[config.mk]
export PLATFORM = sky130hd
export DESIGN_NAME = supply_supervisor_reset_watchdog
export DESIGN_NICKNAME = d
export VERILOG_FILES = /design/src/rtl/sync_two_stage.v /design/src/rtl/supply_supervisor_reset_watchdog.v
export VERILOG_INCLUDE_DIRS = /design/src /design/src/rtl
export SDC_FILE = /design/constraint.sdc
export NUM_CORES = 1
export LEC_CHECK = 0
export BUFFER_PORTS_ARGS = -buffer_cell sky130_fd_sc_hd__buf_4
export CORE_ASPECT_RATIO = 0.9
export CORE_MARGIN = 5
export CORE_UTILIZATION = 62
export DETAILED_ROUTE_END_ITERATION = 6
export PLACE_DENSITY_LB_ADDON = 0.3
export SLEW_MARGIN = 20
export SYNTH_ARGS = -nofsm -noshare
export SYNTH_HDL_FRONTEND = slang
export SYNTH_SLANG_ARGS = --single-unit
[constraint.sdc]
create_clock -name sys_clk -period 2.51 [get_ports sys_clk]
set_clock_uncertainty 0.05 [all_clocks]
set_input_delay 0.3765 -clock sys_clk [delete_from_list [all_inputs] [get_ports sys_clk]]
set_output_delay 0.3765 -clock sys_clk [all_outputs]
set_load 0.05 [all_outputs]
[src/rtl/supervisor_map.vh]
`ifndef SUPERVISOR_MAP_VH
`define SUPERVISOR_MAP_VH
`define CLK_HZ 40000000
`define RESET_TIMEOUT_MS 200
`define WATCHDOG_PERIOD_MS 1600
`define RESET_TIMEOUT_CYCLES ((`CLK_HZ / 1000) * `RESET_TIMEOUT_MS)
`define WATCHDOG_PERIOD_CYCLES ((`CLK_HZ / 1000) * `WATCHDOG_PERIOD_MS)
`define DEBOUNCE_CYCLES 32'h00009C40
`define SYNC_INIT 7'h47
`define TIMER_WIDTH 32
`endif

[src/rtl/sync_two_stage.v]
`timescale 1ns/10ps
`default_nettype none
module sync_two_stage #(
  parameter WIDTH = 5,
  parameter [WIDTH-1:0] INIT = {WIDTH{1'b0}}
) (
  input wire sys_clk,
  input wire sys_rst,
  input wire clk_en,
  input wire [WIDTH-1:0] async_in,
  output reg [WIDTH-1:0] sync_out
);
  reg [WIDTH-1:0] stage_one;
  genvar i;
  generate
    for (i = 0; i < WIDTH; i = i + 1) begin : g_bit
      always @(posedge sys_clk) begin
        if (sys_rst) begin
          stage_one[i] <= INIT[i];
          sync_out[i] <= INIT[i];
        end else if (clk_en) begin
          stage_one[i] <= async_in[i];
          sync_out[i] <= stage_one[i];
        end
      end
    end
  endgenerate
endmodule // sync_two_stage
`default_nettype wire

[src/rtl/supply_supervisor_reset_watchdog.v]
`timescale 1ns/10ps
`default_nettype none
`include "supervisor_map.vh"
module supply_supervisor_reset_watchdog #(
  parameter [31:0] RESET_TIMEOUT_CYCLES = `RESET_TIMEOUT_CYCLES,
  parameter [31:0] WATCHDOG_PERIOD_CYCLES = `WATCHDOG_PERIOD_CYCLES,
  parameter [31:0] DEBOUNCE_CYCLES = `DEBOUNCE_CYCLES
) (
  input wire sys_clk,
  input wire sys_rst,
  input wire clk_en,
  input wire supply_below_reset_level,
  input wire supply_below_switch_level,
  input wire supply_below_min_level,
  input wire backup_cell_above_supply,
  input wire power_fail_sense,
  input wire watchdog_kick_in,
  input wire manual_reset_n,
  output reg reset_out_n,
  output reg reset_high_out,
  output reg reset_high_oe,
  output reg power_fail_flag_n,
  output reg ram_on_backup
);
  // One-hot states; the reset output is released only in run
  localparam [2:0] ST_HOLD = 3'h1;
  localparam [2:0] ST_TIMEOUT = 3'h2;
  localparam [2:0] ST_RUN = 3'h4;

  wire [6:0] sync_vec;
  wire s_low;
  wire s_sw;
  wire s_min;
  wire s_cell;
  wire s_pf;
  wire s_kick;
  wire s_mr_n;
  reg [2:0] state;
  reg [2:0] next_state;
  reg [31:0] reset_count;
  reg [31:0] wd_count;
  reg [31:0] db_count;
  reg kick_prev;
  reg mr_stable_n;
  reg backup_mode;
  reg next_backup;
  reg hold_cause;
  reg wd_expired;
  reg next_reset_n;

  // Reset-state init: supply assumed low, manual released, kick low, so
  // reset stays held and no false kick edge appears just after release
  sync_two_stage #(
    .WIDTH(7),
    .INIT(`SYNC_INIT)
  ) u_sync (
    .sys_clk(sys_clk),
    .sys_rst(sys_rst),
    .clk_en(clk_en),
    .async_in({manual_reset_n,
      watchdog_kick_in,
      power_fail_sense,
      backup_cell_above_supply,
      supply_below_min_level,
      supply_below_switch_level,
      supply_below_reset_level}),
    .sync_out(sync_vec)
  );
  assign s_low = sync_vec[0];
  assign s_sw = sync_vec[1];
  assign s_min = sync_vec[2];
  assign s_cell = sync_vec[3];
  assign s_pf = sync_vec[4];
  assign s_kick = sync_vec[5];
  assign s_mr_n = sync_vec[6];

  // Debounce: level must stand for DEBOUNCE_CYCLES before being accepted
  // Costs DEBOUNCE_CYCLES of latency on press and on release alike
  always @(posedge sys_clk) begin
    if (sys_rst) begin
      db_count <= 32'h00000000;
      mr_stable_n <= 1'h1;
    end else if (clk_en) begin
      if (backup_mode) begin
        db_count <= 32'h00000000;
      end else if (s_mr_n == mr_stable_n) begin
        db_count <= 32'h00000000;
      end else if (db_count >= DEBOUNCE_CYCLES - 32'h00000001) begin
        db_count <= 32'h00000000;
        mr_stable_n <= s_mr_n;
      end else begin
        db_count <= db_count + 32'h00000001;
      end
    end
  end

  // Backup mode: entered per cell/supply, left only above the reset level
  // Entry wins over exit so a dip below the minimum is never lost
  always @* begin
    next_backup = backup_mode;
    if ((s_sw && s_cell) || s_min) begin
      next_backup = 1'h1;
    end else if (!s_low) begin
      next_backup = 1'h0;
    end
  end

  // Power-fail sense is deliberately absent from the hold causes
  always @* begin
    hold_cause = s_low || backup_mode || !mr_stable_n;
    wd_expired = (wd_count >= WATCHDOG_PERIOD_CYCLES - 32'h00000001);
  end

  // Any cause seen during the timeout falls back to hold, restarting the count
  always @* begin
    next_state = state;
    case (state)
      ST_HOLD: begin
        if (!hold_cause) begin
          next_state = ST_TIMEOUT;
        end
      end
      ST_TIMEOUT: begin
        if (hold_cause) begin
          next_state = ST_HOLD;
        end else if (reset_count >= RESET_TIMEOUT_CYCLES - 32'h00000001) begin
          next_state = ST_RUN;
        end
      end
      ST_RUN: begin
        if (hold_cause) begin
          next_state = ST_HOLD;
        end else if (wd_expired) begin
          next_state = ST_TIMEOUT;
        end
      end
      default: begin
        next_state = ST_HOLD;
      end
    endcase
    next_reset_n = (next_state == ST_RUN);
  end

  // State register and backup latch
  // kick_prev follows the synchronised kick so each edge is seen once
  always @(posedge sys_clk) begin
    if (sys_rst) begin
      state <= ST_HOLD;
      backup_mode <= 1'h1;
      kick_prev <= 1'h0;
    end else if (clk_en) begin
      state <= next_state;
      backup_mode <= next_backup;
      kick_prev <= s_kick;
    end
  end

  // Counter restarts from zero whenever a cause is present
  always @(posedge sys_clk) begin
    if (sys_rst) begin
      reset_count <= 32'h00000000;
    end else if (clk_en) begin
      if (next_state != ST_TIMEOUT || state != ST_TIMEOUT) begin
        reset_count <= 32'h00000000;
      end else begin
        reset_count <= reset_count + 32'h00000001;
      end
    end
  end

  // Watchdog held cleared outside run, so it counts from reset release
  // Limitation: kick pulses shorter than one clock may go unseen
  always @(posedge sys_clk) begin
    if (sys_rst) begin
      wd_count <= 32'h00000000;
    end else if (clk_en) begin
      if (state != ST_RUN || next_state != ST_RUN || s_kick != kick_prev) begin
        wd_count <= 32'h00000000;
      end else begin
        wd_count <= wd_count + 32'h00000001;
      end
    end
  end

  // Reset and backup outputs registered from next-state values so they move with the state
  always @(posedge sys_clk) begin
    if (sys_rst) begin
      reset_out_n <= 1'h0;
      reset_high_out <= 1'h0;
      reset_high_oe <= 1'h0;
      power_fail_flag_n <= 1'h0;
      ram_on_backup <= 1'h1;
    end else if (clk_en) begin
      reset_out_n <= next_reset_n;
      // Open drain: only ever pulls low, released while reset asserted
      reset_high_out <= 1'h0;
      reset_high_oe <= next_reset_n;
      // Comparison forced off below switchover; no link to reset path
      power_fail_flag_n <= !(s_pf || s_sw);
      ram_on_backup <= next_backup;
    end
  end
endmodule // supply_supervisor_reset_watchdog
`default_nettype wire

=== Yosys cells after proc, flatten, opt, wreduce, memory -nomap -nowiden ===
Cells that the tools add are included.

* Output and inout port bits: 5
* Register bits: 118
* Word-level logic and storage cells: 67
* Input port bits: 10

* Order comparisons: 3
* $add $sub $neg: 3
* Bitwise gates (word level): 2
* Eq/ne operators: 11
* Mux-type cells: 13
* Reduce and logical (&&, ||, !) cells: 12

{| class="wikitable"
|+ Operators by type and width
! operator !! number
|-
| $mux W32 || 5
|-
| $add A32 B1 Y32 const B || 3
|-
| $ge A32 B16 Y1 const B || 1
|-
| $ge A32 B23 Y1 const B || 1
|-
| $ge A32 B26 Y1 const B || 1
|-
| $mux W3 || 5
|-
| $pmux W3 S3 || 1
|-
| $logic_or A1 B1 Y1 || 7
|-
| $eq A3 B3 Y1 const B || 2
|-
| $ne A3 B2 Y1 const B || 2
|-
| $ne A3 B3 Y1 const B || 2
|-
| $reduce_and A4 Y1 || 1
|-
| $eq A3 B1 Y1 const B || 1
|-
| $eq A3 B2 Y1 const B || 1
|-
| $logic_not A1 Y1 || 2
|-
| $mux W1 || 2
|-
| $ne A2 B2 Y1 const B || 1
|-
| $not A1 Y1 || 2
|-
| $reduce_and A2 Y1 || 1
|-
| $eq A1 B1 Y1 || 1
|-
| $logic_and A1 B1 Y1 || 1
|-
| $ne A1 B1 Y1 || 1
|}

=== Longest topological paths before layout ===
* Word-level depth: 8
* Mapped depth: 8
* Depth with buffers taken out: 6

=== Modules after synthesis ===
From an unflattened synthesis, not the netlist that was laid out.

* Cell total of the unflattened synthesis: 659
* Area, all modules: 5910.7 µm²

{| class="wikitable"
|+ Modules (own cells, without submodules)
! module !! cells an instance !! sequential area each (µm²) !! area an instance (µm²) !! instances
|-
| supply_supervisor_reset_watchdog || 614 || 2082.0 || 5381.4 || 1
|-
| sync_two_stage || 45 || 280.3 || 529.3 || 1
|}

=== Least setup slack after synthesis ===
No wires, ideal clock.

* Path kind: reg-to-reg
* Start: register ram_on_backup (netlist name)
* End: register reset_count[27]
* Data arrival time: 2.099 ns
* Path slack: 0.276 ns
* Setup time: 0.086 ns
* Path buffers: 2
* Clock period less this slack: 2.234 ns
* Cell stages (with the launch flop): 7
* Required time: 2.374 ns
* Cells stage by stage: dfxtp_1 > or3b_2 > clkbuf_1 > nor4b_1 > a21oi_1 > clkbuf_1 > a211oi_1

{| class="wikitable"
|+ RTL lines
! element !! line !! source
|-
| to (signal assigned) || supply_supervisor_reset_watchdog.v:166 || <nowiki>reset_count <= reset_count + 32'h00000001;</nowiki>
|-
| to (decl) || supply_supervisor_reset_watchdog.v:40 || <nowiki>reg [31:0] reset_count;</nowiki>
|}

=== Final worst setup path ===
* Start: register db_count[6]
* End: register db_count[30]

* Word-level cells in the longest chain between the ends: 4
* Elaborated cells on any way between the ends: 5
* Those cells by class: 1 x add/sub; 1 x order compare; 3 x mux

{| class="wikitable"
|+ Ends and longest elaborated chain
! element !! line !! source
|-
| from (decl) || supply_supervisor_reset_watchdog.v:42 || <nowiki>reg [31:0] db_count;</nowiki>
|-
| from (signal assigned) || supply_supervisor_reset_watchdog.v:92 || <nowiki>db_count <= db_count + 32'h00000001;</nowiki>
|-
| $add A32 B1 Y32 or $ge A32 B16 Y1 (tied branches) || supply_supervisor_reset_watchdog.v:92, supply_supervisor_reset_watchdog.v:88 ||
|-
| $mux W32 (*) || supply_supervisor_reset_watchdog.v:88 || <nowiki>end else if (db_count >= DEBOUNCE_CYCLES - 32'h00000001) begin</nowiki>
|-
| $mux W32 (*) || supply_supervisor_reset_watchdog.v:86 || <nowiki>end else if (s_mr_n == mr_stable_n) begin</nowiki>
|-
| $mux W32 (*) || supply_supervisor_reset_watchdog.v:84 || <nowiki>if (backup_mode) begin</nowiki>
|}

Mark *: on every way between the ends. The rest lies on a longest branch, timed or not.
A chain may end at the register's enable or synchronous reset.

==> results.md <==
- Netlist cell types: 50
- CP Data Required Time: 2920 ps
- Core Region: 8610 um^2
- RSZ-0062 raised after global routing: no
- Crit Path Class: reg2reg
- Syn_area_per_cell: approximately 8.4 um^2
- Avg WL per Cell: 15.3 um
- Maximum level of the CTS H-tree: 4
- First-pass GRT wire length: 21300 um
- Reg2Reg Depth: 5
- CP endpoint: db_count[30]
- Synth warn: 0
- Detailed-router iteration count before antenna repair: 5
- DIE AREA: 10900 um^2
- Layout cell share with drive strength beyond 1: 10.6%
- Logic pwr share: 2.9%
- Number of global-route vias before repair: 4553
- CP top delay family: simple AND/OR/NAND/NOR gates
- Final Hold Fails: 0
- CP startpoint: db_count[6]
- Clock power share: between 50% and 60%
- Final ANT Viol Nets: 0
- Root buf cell: clkbuf_8
- Clock latency at the later pin of the worst-skew pair: 530 ps
- Syn nets: 666
- Fin crit share: 90.9%
- Max_cap viols: 0
- Fin area: 6350 um^2
- CP Max Fanout: 8
- FMAX: 438 MHz
- Port Buffer Count: 13
- Via-to-Cell Ratio: 5.96
- CP max stage delay: between 600 and 700 ps
- Placed Area: approximately 5800 um^2
- Nets: between 600 and 700
- Synth Instances: between 600 and 700
- Worst Path Arrival: about 2700 ps
- Routed wire length: 12200 um
- Tightest Pin Transition: 545 ps
- Inserted Clock Buffers: 17
- Gpl congestion: 0.840
- Clock-pin slew on the worst setup and hold paths: 60 ps
- Pleak: 2.08 nW
- Worst R2R Start: db_count[6]
- Number of remaining DRC errors: 0
- Async SR Flop Fraction: 0%
- RR Endpoint: db_count[30]
- Final antenna diode count: 0
- Grt ovf: 0
- Post-synth EDFFs: 0
- Initial drt markers: 278
- Largest net degree at the start of global routing: 52
- CTS tree: done
- Sequential power share: 43.1%
- CP endpoint kind: flip-flop
- Worst VDD drop: 0.670 mV
- Area of the multi-input gates: 2930 um^2
- Seq/Total Area, Yosys: 42.9%
- Main synth FF type: dfxtp_1
- HPWL reported at the end of detailed placement: 7820 um
- GRT Util Overall: between 20% and 30%
- Routed vias: 4766
- Core Rows: 32
- Status: finished, final reports clean
- Clock sink count: 118
- Switch share: 21.6%
- Postcts setup bufs: 0
- Synth Cell Area: 5510 um^2
- Crit-path cells: nand4_2 > or2_0 > or4_1 > or3_1 > a21oi_1
- Yosys reg bits: 118
- P&R area growth vs syn: 15.3%
- Net Switching: 0.953 mW
- CTS Hold Buffers Added: 0
- Die X: 109 um
- CTS resizes: 0
- Final Critical Period: 2280 ps
- Critical path launch point type: flip-flop
- Die H: 99.4 um
- Pwr Density: 695 nW/um^2
- Buffers & Inverters on Critical Path: 0
- Final Setup Violations: 0
- Setup TNS: 0 ps
- Commonest non-fill, non-tap cell in the layout: dfxtp_1
- Initial antenna violation count: 0
- Max-slew violations: 0
- Slowest stage cell, crit path: or4_1
- Most frequent cells in the layout: dfxtp_1, nor2_1, xnor2_1, nor3_1, nand2_1
- Internal Power: roughly 3.5 mW
- Maximum clock path buffer count: 2
- Cell depth of the worst setup path: 5
- R2R Setup Slk: 230 ps
- Reg area: 2360 um^2
- Min Hold Slack: 15.5 ps
- I/O pin count: 15
- Worst min path class: in2reg
- Filler instances: approximately 630
- Initial Utilization: 64.0%
- Rel. slew slack: between 60 and 70%
-- worst min-delay path, stage by stage --
cell	delay, ps
buf_4	80
mux2i_1	50
nand2_1	60
-- cells by family (layout without fill, tap and decap cells) --
logic type / Yosys count / count (layout) / share of synthesized area (%)
buffers and inverters: 57 / 84 / 4.14
XOR/XNOR: 76 / 76 / 12.1
multiplexers: 14 / 14 / 2.54
adder cells (fa/ha/maj): 3 / 3 / 0.682
flip-flops: 118 / 118 / 42.9
AND/OR/NAND/NOR: 320 / 320 / 30.0
AO/OA/AOI/OAI: 64 / 64 / 7.59
other: 1 / 1 / 0.0681
-- final cells by class --
class / count / share of cell area, %
inverter: 22 / 1.30
tap: 119 / 2.34
timing repair buffer: 31 / 3.86
clock buffer: 18 / 6.74
sequential: 118 / 37.2
clock inverter: 13 / 2.48
multi-input combinational: 478 / 46.1
-- how the worst min path moves through the flow --
stage / startpoint / to / slack [ps] / depth (start not counted)
after floorplan: db_count[31] / db_count[31] / 390 / 2
after global placement: u_sync.stage_one[6] / u_sync.stage_one[6] / 410 / 2
after detailed placement: u_sync.stage_one[0] / u_sync.stage_one[0] / 410 / 2
after CTS: supply_below_reset_level / u_sync.stage_one[0] / 6 / 3
after global routing: supply_below_reset_level / u_sync.stage_one[0] / 10 / 3
final: supply_below_reset_level / u_sync.stage_one[0] / 20 / 3
-- flip-flops by register name (all words and copies together), names as in the netlist --
register and cells:
db_count 32, u_sync.stage_one 7, kick_prev 1, reset_count 32
power_fail_flag_n 1, ram_on_backup 1, reset_high_oe 1, mr_stable_n 1
u_sync.sync_out 7, state 3, wd_count 32
-- stage by stage --
step	setup slack, ps	util (%)	power, mW	cells
after global placement	366	67.0	2.07	768
after detailed placement	297	67.0	2.07	768
after global routing	90.6	73.8	4.55	799
after CTS	253	73.8	4.43	799
final	229	73.8	4.41	799
after floorplan	276	-	2.03	653
-- power groups by stage --
stage	Clock [mW]	Combinational, mW	Sequential, mW
after floorplan	0	0.0851	1.94
after CTS	2.40	0.130	1.90
final	2.38	0.130	1.90
after global placement	0	0.125	1.94
after detailed placement	0	0.129	1.94
after global routing	2.51	0.141	1.90
-- cells in the mapped netlist (all sizes together) (3+ instances only) --
cell / number / area share [%]
buf: 9 / 0.86
a21oi: 19 / 1.7
and4: 14 / 2.3
a211oi: 6 / 0.82
dfxtp: 118 / 43
a31oi: 6 / 0.68
a211o: 3 / 0.48
nand4: 27 / 3.4
inv: 22 / 1.5
or3: 9 / 1.0
nor4b: 3 / 0.48
or2: 3 / 0.34
nor3: 55 / 5.0
a221oi: 3 / 0.48
clkbuf: 26 / 1.8
nand2: 48 / 3.3
nand3: 33 / 3.0
nor2: 80 / 5.5
and3: 8 / 0.91
xnor2: 55 / 8.7
xor2: 21 / 3.3
o21ai: 13 / 1.2
nor4: 25 / 2.8
ha: 3 / 0.68
or4: 6 / 0.82
mux2i: 14 / 2.5
-- metal layers --
metal  up-vias  part of all wire (%)  global-route usage (%)
li1       2358                     -                       -
met1      2275                    45                    30.6
met2       119                    50                    39.0
met3        14                   4.4                    6.16
met4         0                   1.3                    9.78
met5         -                     0                       0
Note: power is estimated with default switching activity, not from simulation.
